$ cat src/verilog/pps_pkg.sv
// Constants, field layouts and encodings shared by the process supervisor.
package pps_pkg;

    // ************************************************************
    // Clock and timing
    // ************************************************************
    localparam int unsigned CLK_HZ         = 20_000_000;
    localparam int unsigned TICK_SEC_TENTH = 1;
    localparam int unsigned TICK_CYCLES    = CLK_HZ / 10 * TICK_SEC_TENTH;
    localparam int unsigned FILT_STEP_CYC  = 20_000;

    // ************************************************************
    // Widths
    // ************************************************************
    localparam int unsigned PCT_W  = 16;
    localparam int unsigned FREQ_W = 16;
    localparam int unsigned TIME_W = 12;

    // ************************************************************
    // Control mode field bits
    // ************************************************************
    localparam int unsigned MODE_EN_BIT  = 0;
    localparam int unsigned MODE_REV_BIT = 1;

    // ************************************************************
    // Selector encodings
    // ************************************************************
    localparam logic [1:0] LOSS_OFF   = 2'h0;
    localparam logic [1:0] LOSS_WARN  = 2'h1;
    localparam logic [1:0] LOSS_FAULT = 2'h2;
    localparam logic [1:0] SLP_OFF    = 2'h0;
    localparam logic [1:0] SLP_TIMED  = 2'h1;
    localparam logic [1:0] SLP_DI     = 2'h2;
    localparam logic [1:0] GSEL_PRI   = 2'h0;
    localparam logic [1:0] GSEL_SEC   = 2'h1;
    localparam logic [1:0] GSEL_DI    = 2'h2;
    localparam logic [1:0] GSEL_RTC   = 2'h3;

    // ************************************************************
    // Digital input function codes and scale factors
    // ************************************************************
    localparam logic [7:0] DI_FN_RAMP_OFF = 8'h24;
    localparam logic [7:0] DI_FN_SET2     = 8'h36;
    localparam int unsigned DI_COUNT      = 6;
    localparam logic [PCT_W-1:0] PCT_FULL = 16'h2710;

    // ************************************************************
    // Reset values
    // ************************************************************
    localparam logic [PCT_W-1:0]  RST_PCT  = 16'h0000;
    localparam logic [FREQ_W-1:0] RST_FREQ = 16'h0000;
    localparam logic [TIME_W-1:0] RST_TIME = 12'h000;

    typedef enum logic [1:0] {
        PPS_RUN,
        PPS_SLEEP_DEC,
        PPS_SLEEP,
        PPS_COMP
    } pps_state_e;

endpackage

$ cat src/verilog/pps_core.sv
// Supervisory and conditioning logic around the process control loop.
`timescale 1ns/1ns
// How it works
// - Loop runs only when mode bit 0 is set; else plain frequency command.
// - Mode bit 1 reverses polarity so output falls as target rises.
// - Feedback is multiplied by a programmable feedback gain before comparison.
// - Integral contribution is clamped to a programmable limit.
// - Loop output is clamped to a percent limit, 100% is maximum frequency.
// - A first-order low-pass stage follows the output limit.
// - Signed bias times output gain is added to the frequency reference.
// - Negative output reverses direction if allowed, else is held at zero.
// - Target changes are ramped; a function-36 input bypasses the ramp.
// - Loss selector: 0 off, 1 warning, 2 fault.
// - Loss declared when feedback stays below a level for a set time.
// - Warning mode shows the warning indication and keeps running.
// - Fault mode shows fault indication, stops the drive, asserts fault contact.
// - During loss warning a forced frequency is driven; control resumes after.
// - Output below sleep frequency for the sleep delay enters sleep at zero.
// - Reference above wake frequency for wake delay restarts and ramps up.
// - Sleep selector: 0 off, 1 timed, 2 digital input controlled.
// - Without compensation, timer expiry decelerates to stop and sleeps.
// - With compensation, expiry moves gradually to sleep frequency, fixed command only.
// - Loop keeps evaluating while asleep to check the wake condition.
// - Same target and feedback source is rejected with a setting-error alarm.
// - Displayed feedback is scaled by a display bias and display gain.
// - Target is clamped between programmable upper and lower limits.
// - Gain-set selector: set 1, set 2, set 2 on input, set 2 on clock event.
// - Set 1 uses primary target, proportional gain, integral and differential time.
// - In input mode a function-54 input switches to gain set 2.
module pps_core
    import pps_pkg::*;
(
    input  wire logic                    core_clk,
    input  wire logic                    rst,
    input  wire logic [3:0]              ctrl_mode,
    input  wire logic [1:0]              target_src,
    input  wire logic [1:0]              feedback_src,
    input  wire logic [PCT_W-1:0]        ain1_pct,
    input  wire logic [PCT_W-1:0]        ain2_pct,
    input  wire logic [PCT_W-1:0]        target_setting,
    input  wire logic [PCT_W-1:0]        target_upper,
    input  wire logic [PCT_W-1:0]        target_lower,
    input  wire logic [PCT_W-1:0]        feedback_gain,
    input  wire logic [PCT_W-1:0]        integral_limit,
    input  wire logic [PCT_W-1:0]        output_limit,
    input  wire logic [7:0]              filter_shift,
    input  wire logic signed [PCT_W-1:0] bias_pct,
    input  wire logic [PCT_W-1:0]        output_gain,
    input  wire logic                    reverse_allow,
    input  wire logic [TIME_W-1:0]       target_ramp_time,
    input  wire logic [8*DI_COUNT-1:0]   di_function,
    input  wire logic [DI_COUNT-1:0]     di_pin,
    input  wire logic [1:0]              loss_sel,
    input  wire logic [PCT_W-1:0]        loss_level,
    input  wire logic [TIME_W-1:0]       loss_time,
    input  wire logic [FREQ_W-1:0]       forced_freq,
    input  wire logic [1:0]              sleep_sel,
    input  wire logic                    sleep_di,
    input  wire logic                    sleep_comp,
    input  wire logic                    fixed_freq_cmd,
    input  wire logic [FREQ_W-1:0]       sleep_freq,
    input  wire logic [TIME_W-1:0]       sleep_time,
    input  wire logic [FREQ_W-1:0]       wake_freq,
    input  wire logic [TIME_W-1:0]       wake_time,
    input  wire logic [FREQ_W-1:0]       freq_cmd,
    input  wire logic [FREQ_W-1:0]       max_freq,
    input  wire logic signed [PCT_W-1:0] disp_bias,
    input  wire logic [PCT_W-1:0]        disp_gain,
    input  wire logic [1:0]              gain_sel,
    input  wire logic                    rtc_event,
    input  wire logic [PCT_W-1:0]        loop_out_pct,
    input  wire logic [PCT_W-1:0]        loop_integral_pct,
    input  wire logic                    loop_negative,
    output logic [PCT_W-1:0]             loop_target,
    output logic [PCT_W-1:0]             loop_feedback,
    output logic                         loop_enable,
    output logic                         loop_reverse,
    output logic                         gain_set_secondary,
    output logic [FREQ_W-1:0]            freq_ref,
    output logic                         dir_reverse,
    output logic                         drive_stop,
    output logic                         fault_contact,
    output logic                         loss_warning_indication,
    output logic                         loss_fault_indication,
    output logic                         setting_error_alarm,
    output logic                         sleep_active,
    output logic signed [PCT_W-1:0]      feedback_display
);
    // ************************************************************
    // Helpers
    // ************************************************************
    function automatic logic [PCT_W-1:0] scale_pct(input logic [PCT_W-1:0] a,
                                                   input logic [PCT_W-1:0] g);
        logic [2*PCT_W-1:0] p;
        p = (a * g) / PCT_FULL;
        scale_pct = (p > {{PCT_W{1'b0}}, 16'hffff}) ? 16'hffff : p[PCT_W-1:0];
    endfunction

    function automatic logic [PCT_W-1:0] clamp(input logic [PCT_W-1:0] v,
                                               input logic [PCT_W-1:0] lo,
                                               input logic [PCT_W-1:0] hi);
        clamp = (v > hi) ? hi : (v < lo) ? lo : v;
    endfunction

    // ************************************************************
    // Input synchronisers and tick
    // ************************************************************
    logic [DI_COUNT+2:0] sync1_r;
    logic [DI_COUNT+2:0] sync2_r;
    logic [23:0]         tick_cnt_r;
    logic [15:0]         filt_cnt_r;
    wire                 tick     = (tick_cnt_r == 24'(TICK_CYCLES - 1));
    wire                 filt_stp = (filt_cnt_r == 16'(FILT_STEP_CYC - 1));
    wire [DI_COUNT-1:0]  di_s     = sync2_r[DI_COUNT-1:0];
    wire                 slp_di_s = sync2_r[DI_COUNT];
    wire                 rtc_s    = sync2_r[DI_COUNT+1];

    always_ff @(posedge core_clk or posedge rst) begin
        if (rst) begin
            sync1_r    <= '0;
            sync2_r    <= '0;
            tick_cnt_r <= '0;
            filt_cnt_r <= '0;
        end else begin
            sync1_r    <= {1'b0, rtc_event, sleep_di, di_pin};
            sync2_r    <= sync1_r;
            tick_cnt_r <= tick ? 24'h00_0000 : tick_cnt_r + 24'h00_0001;
            filt_cnt_r <= filt_stp ? 16'h0000 : filt_cnt_r + 16'h0001;
        end
    end

    logic ramp_off;
    logic di_set2;
    always_comb begin
        ramp_off = 1'b0;
        di_set2  = 1'b0;
        for (int i = 0; i < DI_COUNT; i++) begin
            if (di_s[i] && di_function[8*i +: 8] == DI_FN_RAMP_OFF) ramp_off = 1'b1;
            if (di_s[i] && di_function[8*i +: 8] == DI_FN_SET2) di_set2 = 1'b1;
        end
    end

    // ************************************************************
    // Target and feedback selection
    // ************************************************************
    wire [PCT_W-1:0] tgt_raw = (target_src == 2'h1) ? ain1_pct :
                               (target_src == 2'h2) ? ain2_pct : target_setting;
    wire [PCT_W-1:0] fb_raw  = (feedback_src == 2'h2) ? ain2_pct : ain1_pct;
    wire [PCT_W-1:0] tgt_lim = clamp(tgt_raw, target_lower, target_upper);
    wire [PCT_W-1:0] fb_gain = scale_pct(fb_raw, feedback_gain);

    assign setting_error_alarm = (target_src == feedback_src);
    assign loop_enable  = ctrl_mode[MODE_EN_BIT] && !setting_error_alarm;
    assign loop_reverse = ctrl_mode[MODE_REV_BIT];
    assign gain_set_secondary = (gain_sel == GSEL_SEC) ||
                                (gain_sel == GSEL_DI && di_set2) ||
                                (gain_sel == GSEL_RTC && rtc_s);

    // ************************************************************
    // Target ramp, output conditioning and filter
    // ************************************************************
    logic [PCT_W-1:0] ramp_r;
    logic [PCT_W-1:0] filt_r;
    wire  [PCT_W-1:0] ramp_step = (target_ramp_time == RST_TIME) ? PCT_FULL :
                                  PCT_W'(PCT_FULL / target_ramp_time);
    wire  [PCT_W:0]   ramp_up   = {1'b0, ramp_r} + {1'b0, ramp_step};
    wire  [PCT_W-1:0] ramp_nxt  = (ramp_off || ramp_step == PCT_FULL) ? tgt_lim :
                        !tick ? ramp_r :
                        (tgt_lim > ramp_r) ? ((ramp_up > {1'b0, tgt_lim}) ? tgt_lim :
                                              ramp_up[PCT_W-1:0]) :
                        ((ramp_r - tgt_lim) > ramp_step) ? ramp_r - ramp_step : tgt_lim;
    assign loop_target   = ramp_r;
    assign loop_feedback = fb_gain;

    wire [PCT_W-1:0] integ_ok = (loop_integral_pct > integral_limit) ? integral_limit :
                                loop_integral_pct;
    wire [PCT_W-1:0] prop_part = loop_out_pct - loop_integral_pct;
    wire [PCT_W:0]   sum_raw   = {1'b0, prop_part} + {1'b0, integ_ok};
    wire [PCT_W-1:0] out_lim   = (sum_raw > {1'b0, output_limit}) ? output_limit :
                                 sum_raw[PCT_W-1:0];
    wire [PCT_W-1:0] filt_diff = (out_lim > filt_r) ? out_lim - filt_r : filt_r - out_lim;
    wire [PCT_W-1:0] filt_d    = (filt_diff >> filter_shift) | {15'h0000, |filt_diff};
    wire [PCT_W-1:0] filt_nxt  = !filt_stp ? filt_r :
                                 (out_lim > filt_r) ? filt_r + filt_d : filt_r - filt_d;
    wire             neg_hold  = loop_negative && !reverse_allow;
    wire [PCT_W-1:0] loop_mag  = neg_hold ? RST_PCT : filt_r;
    wire [PCT_W-1:0] bias_mag  = bias_pct[PCT_W-1] ? PCT_W'(-bias_pct) : bias_pct;
    wire [PCT_W-1:0] bias_amt  = scale_pct(bias_mag, output_gain);
    wire [PCT_W:0]   bias_sum  = bias_pct[PCT_W-1] ?
                                 ((loop_mag > bias_amt) ? {1'b0, loop_mag - bias_amt} : '0) :
                                 {1'b0, loop_mag} + {1'b0, bias_amt};
    wire [PCT_W-1:0] ref_pct   = bias_sum[PCT_W] ? 16'hffff : bias_sum[PCT_W-1:0];
    wire [FREQ_W-1:0] ref_freq = loop_enable ? scale_pct(ref_pct, max_freq) : freq_cmd;

    // ************************************************************
    // Feedback loss, sleep and wake supervision
    // ************************************************************
    pps_state_e      st_r;
    pps_state_e      st_nxt;
    logic [FREQ_W-1:0] out_r;
    logic            loss_done;
    logic            sleep_done;
    logic            wake_done;
    logic            warn_r;
    logic            fault_r;
    wire  loss_cond  = loop_enable && loss_sel != LOSS_OFF && fb_gain < loss_level;
    wire  slp_cond   = loop_enable && sleep_sel == SLP_TIMED && out_r < sleep_freq;
    wire  wake_cond  = ref_freq > wake_freq;
    wire  ramp_dn    = (out_r > sleep_freq) ? 1'b1 : 1'b0;

    pps_timer u_loss  (.core_clk(core_clk), .rst(rst), .tick(tick), .cond(loss_cond),
                       .limit(loss_time), .done(loss_done));
    pps_timer u_sleep (.core_clk(core_clk), .rst(rst), .tick(tick),
                       .cond(slp_cond && st_r == PPS_RUN),
                       .limit(sleep_time), .done(sleep_done));
    pps_timer u_wake  (.core_clk(core_clk), .rst(rst), .tick(tick),
                       .cond(wake_cond && st_r == PPS_SLEEP),
                       .limit(wake_time), .done(wake_done));

    always_comb begin
        st_nxt = st_r;
        case (st_r)
            PPS_RUN: begin
                if (sleep_sel == SLP_DI && slp_di_s) st_nxt = PPS_SLEEP;
                else if (sleep_done && sleep_comp && fixed_freq_cmd) st_nxt = PPS_COMP;
                else if (sleep_done) st_nxt = PPS_SLEEP_DEC;
            end
            PPS_SLEEP_DEC: st_nxt = PPS_SLEEP;
            PPS_SLEEP: begin
                if (sleep_sel == SLP_OFF) st_nxt = PPS_RUN;
                else if (sleep_sel == SLP_DI) st_nxt = slp_di_s ? PPS_SLEEP : PPS_RUN;
                else if (wake_done) st_nxt = PPS_RUN;
            end
            PPS_COMP: if (!slp_cond) st_nxt = PPS_RUN;
            default: st_nxt = PPS_RUN;
        endcase
    end

    wire [FREQ_W-1:0] out_nxt =
        (fault_r || st_r == PPS_SLEEP || st_r == PPS_SLEEP_DEC) ? RST_FREQ :
        warn_r ? forced_freq :
        (st_r == PPS_COMP) ? (ramp_dn ? out_r - 16'h0001 : sleep_freq) :
        ref_freq;

    always_ff @(posedge core_clk or posedge rst) begin
        if (rst) begin
            st_r    <= PPS_RUN;
            ramp_r  <= RST_PCT;
            filt_r  <= RST_PCT;
            out_r   <= RST_FREQ;
            warn_r  <= 1'b0;
            fault_r <= 1'b0;
        end else begin
            st_r    <= st_nxt;
            ramp_r  <= ramp_nxt;
            filt_r  <= filt_nxt;
            out_r   <= out_nxt;
            warn_r  <= loss_done && loss_sel == LOSS_WARN;
            fault_r <= fault_r || (loss_done && loss_sel == LOSS_FAULT);
        end
    end

    // ************************************************************
    // Outputs and feedback display
    // ************************************************************
    logic signed [PCT_W-1:0] disp_r;
    wire signed [31:0] disp_calc = 32'(signed'({1'b0, scale_pct(fb_raw, disp_gain)})) +
                                   32'(disp_bias);

    always_ff @(posedge core_clk or posedge rst) begin
        if (rst) begin
            disp_r <= '0;
        end else begin
            disp_r <= disp_calc[PCT_W-1:0];
        end
    end

    assign freq_ref                = out_r;
    assign dir_reverse             = loop_enable && loop_negative && reverse_allow;
    assign drive_stop              = fault_r || st_r == PPS_SLEEP;
    assign fault_contact           = fault_r;
    assign loss_warning_indication = warn_r;
    assign loss_fault_indication   = fault_r;
    assign sleep_active            = (st_r == PPS_SLEEP || st_r == PPS_SLEEP_DEC);
    assign feedback_display        = disp_r;
endmodule

$ cat src/verilog/pps_timer.sv
// Qualified-condition timer counting tenths of a second.
`timescale 1ns/1ns
module pps_timer
    import pps_pkg::*;
(
    input  wire logic              core_clk,
    input  wire logic              rst,
    input  wire logic              tick,
    input  wire logic              cond,
    input  wire logic [TIME_W-1:0] limit,
    output logic                   done
);
    logic [TIME_W-1:0] cnt_r;
    logic [TIME_W-1:0] cnt_nxt;
    wire               at_limit = (cnt_r >= limit);

    assign cnt_nxt = !cond ? RST_TIME :
                     (tick && !at_limit) ? cnt_r + TIME_W'(1) : cnt_r;
    assign done = cond && at_limit;

    always_ff @(posedge core_clk or posedge rst) begin
        if (rst) begin
            cnt_r <= RST_TIME;
        end else begin
            cnt_r <= cnt_nxt;
        end
    end
endmodule

$ cat config.mk
export PLATFORM = sky130hd
export DESIGN_NAME = pps_core
export DESIGN_NICKNAME = d
export VERILOG_FILES = /design/src/verilog/pps_pkg.sv /design/src/verilog/pps_core.sv /design/src/verilog/pps_timer.sv
export SDC_FILE = /design/constraint.sdc
export NUM_CORES = 2
export LEC_CHECK = 0
export ABC_AREA = 0
export ABC_CLOCK_PERIOD_IN_PS = 31700
export BUFFER_PORTS_ARGS = -buffer_cell sky130_fd_sc_hd__buf_2
export CAP_MARGIN = 20
export CORE_UTILIZATION = 59
export CTS_BUF_LIST = sky130_fd_sc_hd__clkbuf_8 sky130_fd_sc_hd__clkbuf_16
export DETAILED_ROUTE_END_ITERATION = 16
export HOLD_SLACK_MARGIN = 0.08
export PLACE_DENSITY = 0.79
export SKIP_LAST_GASP = 1
export SLEW_MARGIN = 0
export SYNTH_ARGS = -nofsm -noshare
export SYNTH_HDL_FRONTEND = slang
export SYNTH_SLANG_ARGS = --single-unit
$ cat constraint.sdc
create_clock -name core_clk -period 31.7 [get_ports core_clk]
set_clock_uncertainty 0.2 [all_clocks]
set_input_delay 0 -clock core_clk [delete_from_list [all_inputs] [get_ports core_clk]]
set_output_delay 0 -clock core_clk [all_outputs]
set_load 0.02 [all_outputs]
==> metrics <==
Synth cell types around 180; #FFs+latches synth 160; total CTS buffers 17; final WL between 300,000 and 400,000 um; Congestion Overflow GR 0; Overall Global Routing Usage 40.1%; Nets ~16k; Startpoint Class input pin; Die W 397 um; CTS clk-pin slew, worst paths 0.08 ns; global-route wire length before repair approximately 520,000 um; initial antenna violation count 39; largest net degree at the start of global routing around 110; DRT Pass-1 Iters 9; RSZ-0062 raised after global routing true; Cells after Synth ~12k; vias in the first global route 102k; initial core utilization between 50% and 60%; area growth from synthesis to layout 28.4%; critical path fanouts, max 8; crit share post-route 148%; CP dominant cell by count buf_4; relative slew slack 30.9%; EDFF count, synth 0; Synth Flop Type dfrtp_1; Synth warnings 0; CTS sink count 160; worst path buffer plus inverter count 36; path type of the worst min-delay path input pin to flop; via-per-instance ratio roughly 6.2; Seq/Total Area, Yosys 4.35%; Cell Area, Synth a little over 90,000 um^2; Placed Area 110,000 um^2; GP Congestion 1.02; DIE AREA around 160,000 um^2; Arr. time, crit path 47.24 ns; Clock Tree Buf Depth 2; total number of vias about 100k; Routed WL per cell around 20 um; Slew Viols, Final 0; I/O pin count 526; worst skew pair latency between 0.5 and 0.6 ns; fmax 21.3 MHz; status complete, but fails checks; post-synthesis async set-or-reset flop share between 90% and 100%; crit path capture type flop; core region area ~150,000 um^2; initial DRC count a little over 9k; pin slew with the least headroom to its limit between 1 and 1.5 ns; Avg Cell Area, Syn around 7.6 um^2; CTS root buf clkbuf_16; Max-Cap Viols 0; H-tree depth 4; Max stage delay on crit path 0.63 ns; Die Y 397 um; CTS tree built; final hold violation count 0; Post-DP HPWL about 260,000 um; share of post-route cells with drive strength above 1 a little over a quarter; FP Rows 144; fin worst setup slack -15.26 ns; min Tclk post-route around 47 ns; post-route cell area approximately 120,000 um^2; slowest cell on the critical path or4_4; failing checks setup timing; final setup vio count 46; drc violations 0; WP data required between 30 and 40 ns; Setup CP Type input pin to flop; Port Buf Inserts about 520; cell family with most CP delay compound AO/OA/AOI/OAI gates; post-route ant nets 0; Fillers around 11k
## layer usage
metal | wire (um) | GRT usage (%) | vias up
li1 | - | - | 47013
met1 | 130000 | 49.5 | 49323
met5 | 321 | 0.696 | -
met2 | 157000 | 68.0 | 4703
met4 | 15600 | 16.8 | 28
met3 | 27700 | 7.83 | 1160
## cells in the mapped netlist, types with 130 or more instances
master,count,area (um^2)
nor3_1,250,1250
o211ai_1,135,1010
nand3_1,241,1210
a21o_1,271,2030
xor2_1,225,1970
xnor2_1,516,4520
and2_1,599,3750
nor2b_1,149,932
o21a_1,130,976
a21oi_1,765,3830
nand2_1,1195,4490
o21ai_0,524,2620
inv_1,1283,4820
ha_1,889,11100
nand2b_1,168,1050
fa_1,787,15800
nor2_1,806,3030
a211oi_1,152,1140
dfrtp_1,160,4000
clkbuf_1,333,1250
## metrics by stage
stage	instances	worst slack, ns	utilization (%)	setup TNS [ns]	hold slack (ns)
2_1_floorplan	12080	-14.05	-	-293.45	-0.169
3_3_place_gp	15844	-15.00	71.0	-340.15	-0.200
3_5_place_dp	15844	-16.34	71.0	-389.61	-0.200
4_1_cts	16230	-13.79	74.9	-287.91	0.0981
5_1_grt	16355	-17.32	76.5	-424.62	0.0952
6_report	16367	-15.26	76.5	-334.93	0.108
## state kept, by name, summed over array words and instances, names as in the netlist, 16 cells and up
signal / count
feedback_display: 16
filt_cnt_r: 16
filt_r: 16
freq_ref: 16
loop_target: 16
tick_cnt_r: 24
## worst paths after layout
path	from	endpoint	slack, ns	cells past startpoint
setup / recovery	bias_pct[3]	u_wake.cnt_r[5]	-15.26	220
hold / removal	forced_freq[2]	freq_ref[2]	0.11	4
setup reg to reg	filt_r[1]	u_wake.cnt_r[5]	4.72	126
hold reg to reg	sync1_r[7]	sync2_r[7]	0.16	0
max in group asynchronous	rst	filt_cnt_r[7]	29.23	5
min in group asynchronous	rst	sync1_r[3]	0.46	4
## timing repair
action / 4_1_cts / 5_1_grt
pin swaps: 319 / 243
gates cloned: 7 / 0
endpoints found under the setup margin: 46 / 51
hold buffers: 156 / 1
endpoints found under the hold margin: 183 / 1
buffers inserted: 195 / 105
gates resized for setup: 494 / 321
## cell type report
| cell class | instances | area, um^2 | area share, % |
|---|---|---|---|
| multi-input combinational | 10177 | 86600 | 73.2 |
| timing repair buffer | 2629 | 19600 | 16.6 |
| inverter | 1291 | 4870 | 4.12 |
| sequential | 160 | 4000 | 3.38 |
| tap | 2044 | 2560 | 2.16 |
| clock buffer | 17 | 425 | 0.360 |
| clock inverter | 15 | 133 | 0.112 |
| antenna | 34 | 85.1 | 0.0719 |
## kinds of logic (layout without fill, tap and decap cells)
group / after synthesis / count (layout) / synth area share [%]
AND/OR/NAND/NOR: 4172 / 4172 / 22.9
adder cells (fa/ha/maj): 1724 / 1724 / 29.7
other: 2 / 38 / 0.00815
AO/OA/AOI/OAI: 3265 / 3267 / 25.2
XOR/XNOR: 762 / 762 / 7.47
flip-flops: 160 / 160 / 4.35
multiplexers: 247 / 248 / 2.91
buffers and inverters: 1746 / 3952 / 7.44
## placed cells by master, fill, tap and decap left out, drive strengths merged, types with 118 or more instances in the layout
| master | n |
|---|---|
| buf | 2471 |
| inv | 1290 |
| nand2 | 1199 |
| ha | 889 |
| nor2 | 828 |
| a21oi | 788 |
| fa | 787 |
| o21ai | 612 |
| and2 | 604 |
| xnor2 | 529 |
| a21o | 273 |
| nor3 | 263 |
| nand3 | 244 |
| xor2 | 232 |
| a211oi | 172 |
| nand2b | 169 |
| dfrtp | 160 |
| dlygate4sd3 | 157 |
| nor2b | 149 |
| o211ai | 143 |
| nand4 | 135 |
| o21a | 132 |
| mux2i | 129 |
| a31oi | 125 |
| or3 | 124 |
| mux2 | 118 |
## worst min-delay path: stages
cell and delay (ns):
dlygate4sd3_1 0.57, buf_2 0.12, a21oi_1 0.06, nor2_1 0.08
Power is left out: the tool's default activity adds up to more than one toggle a clock period on the data nets, which glitch-free logic cannot reach.
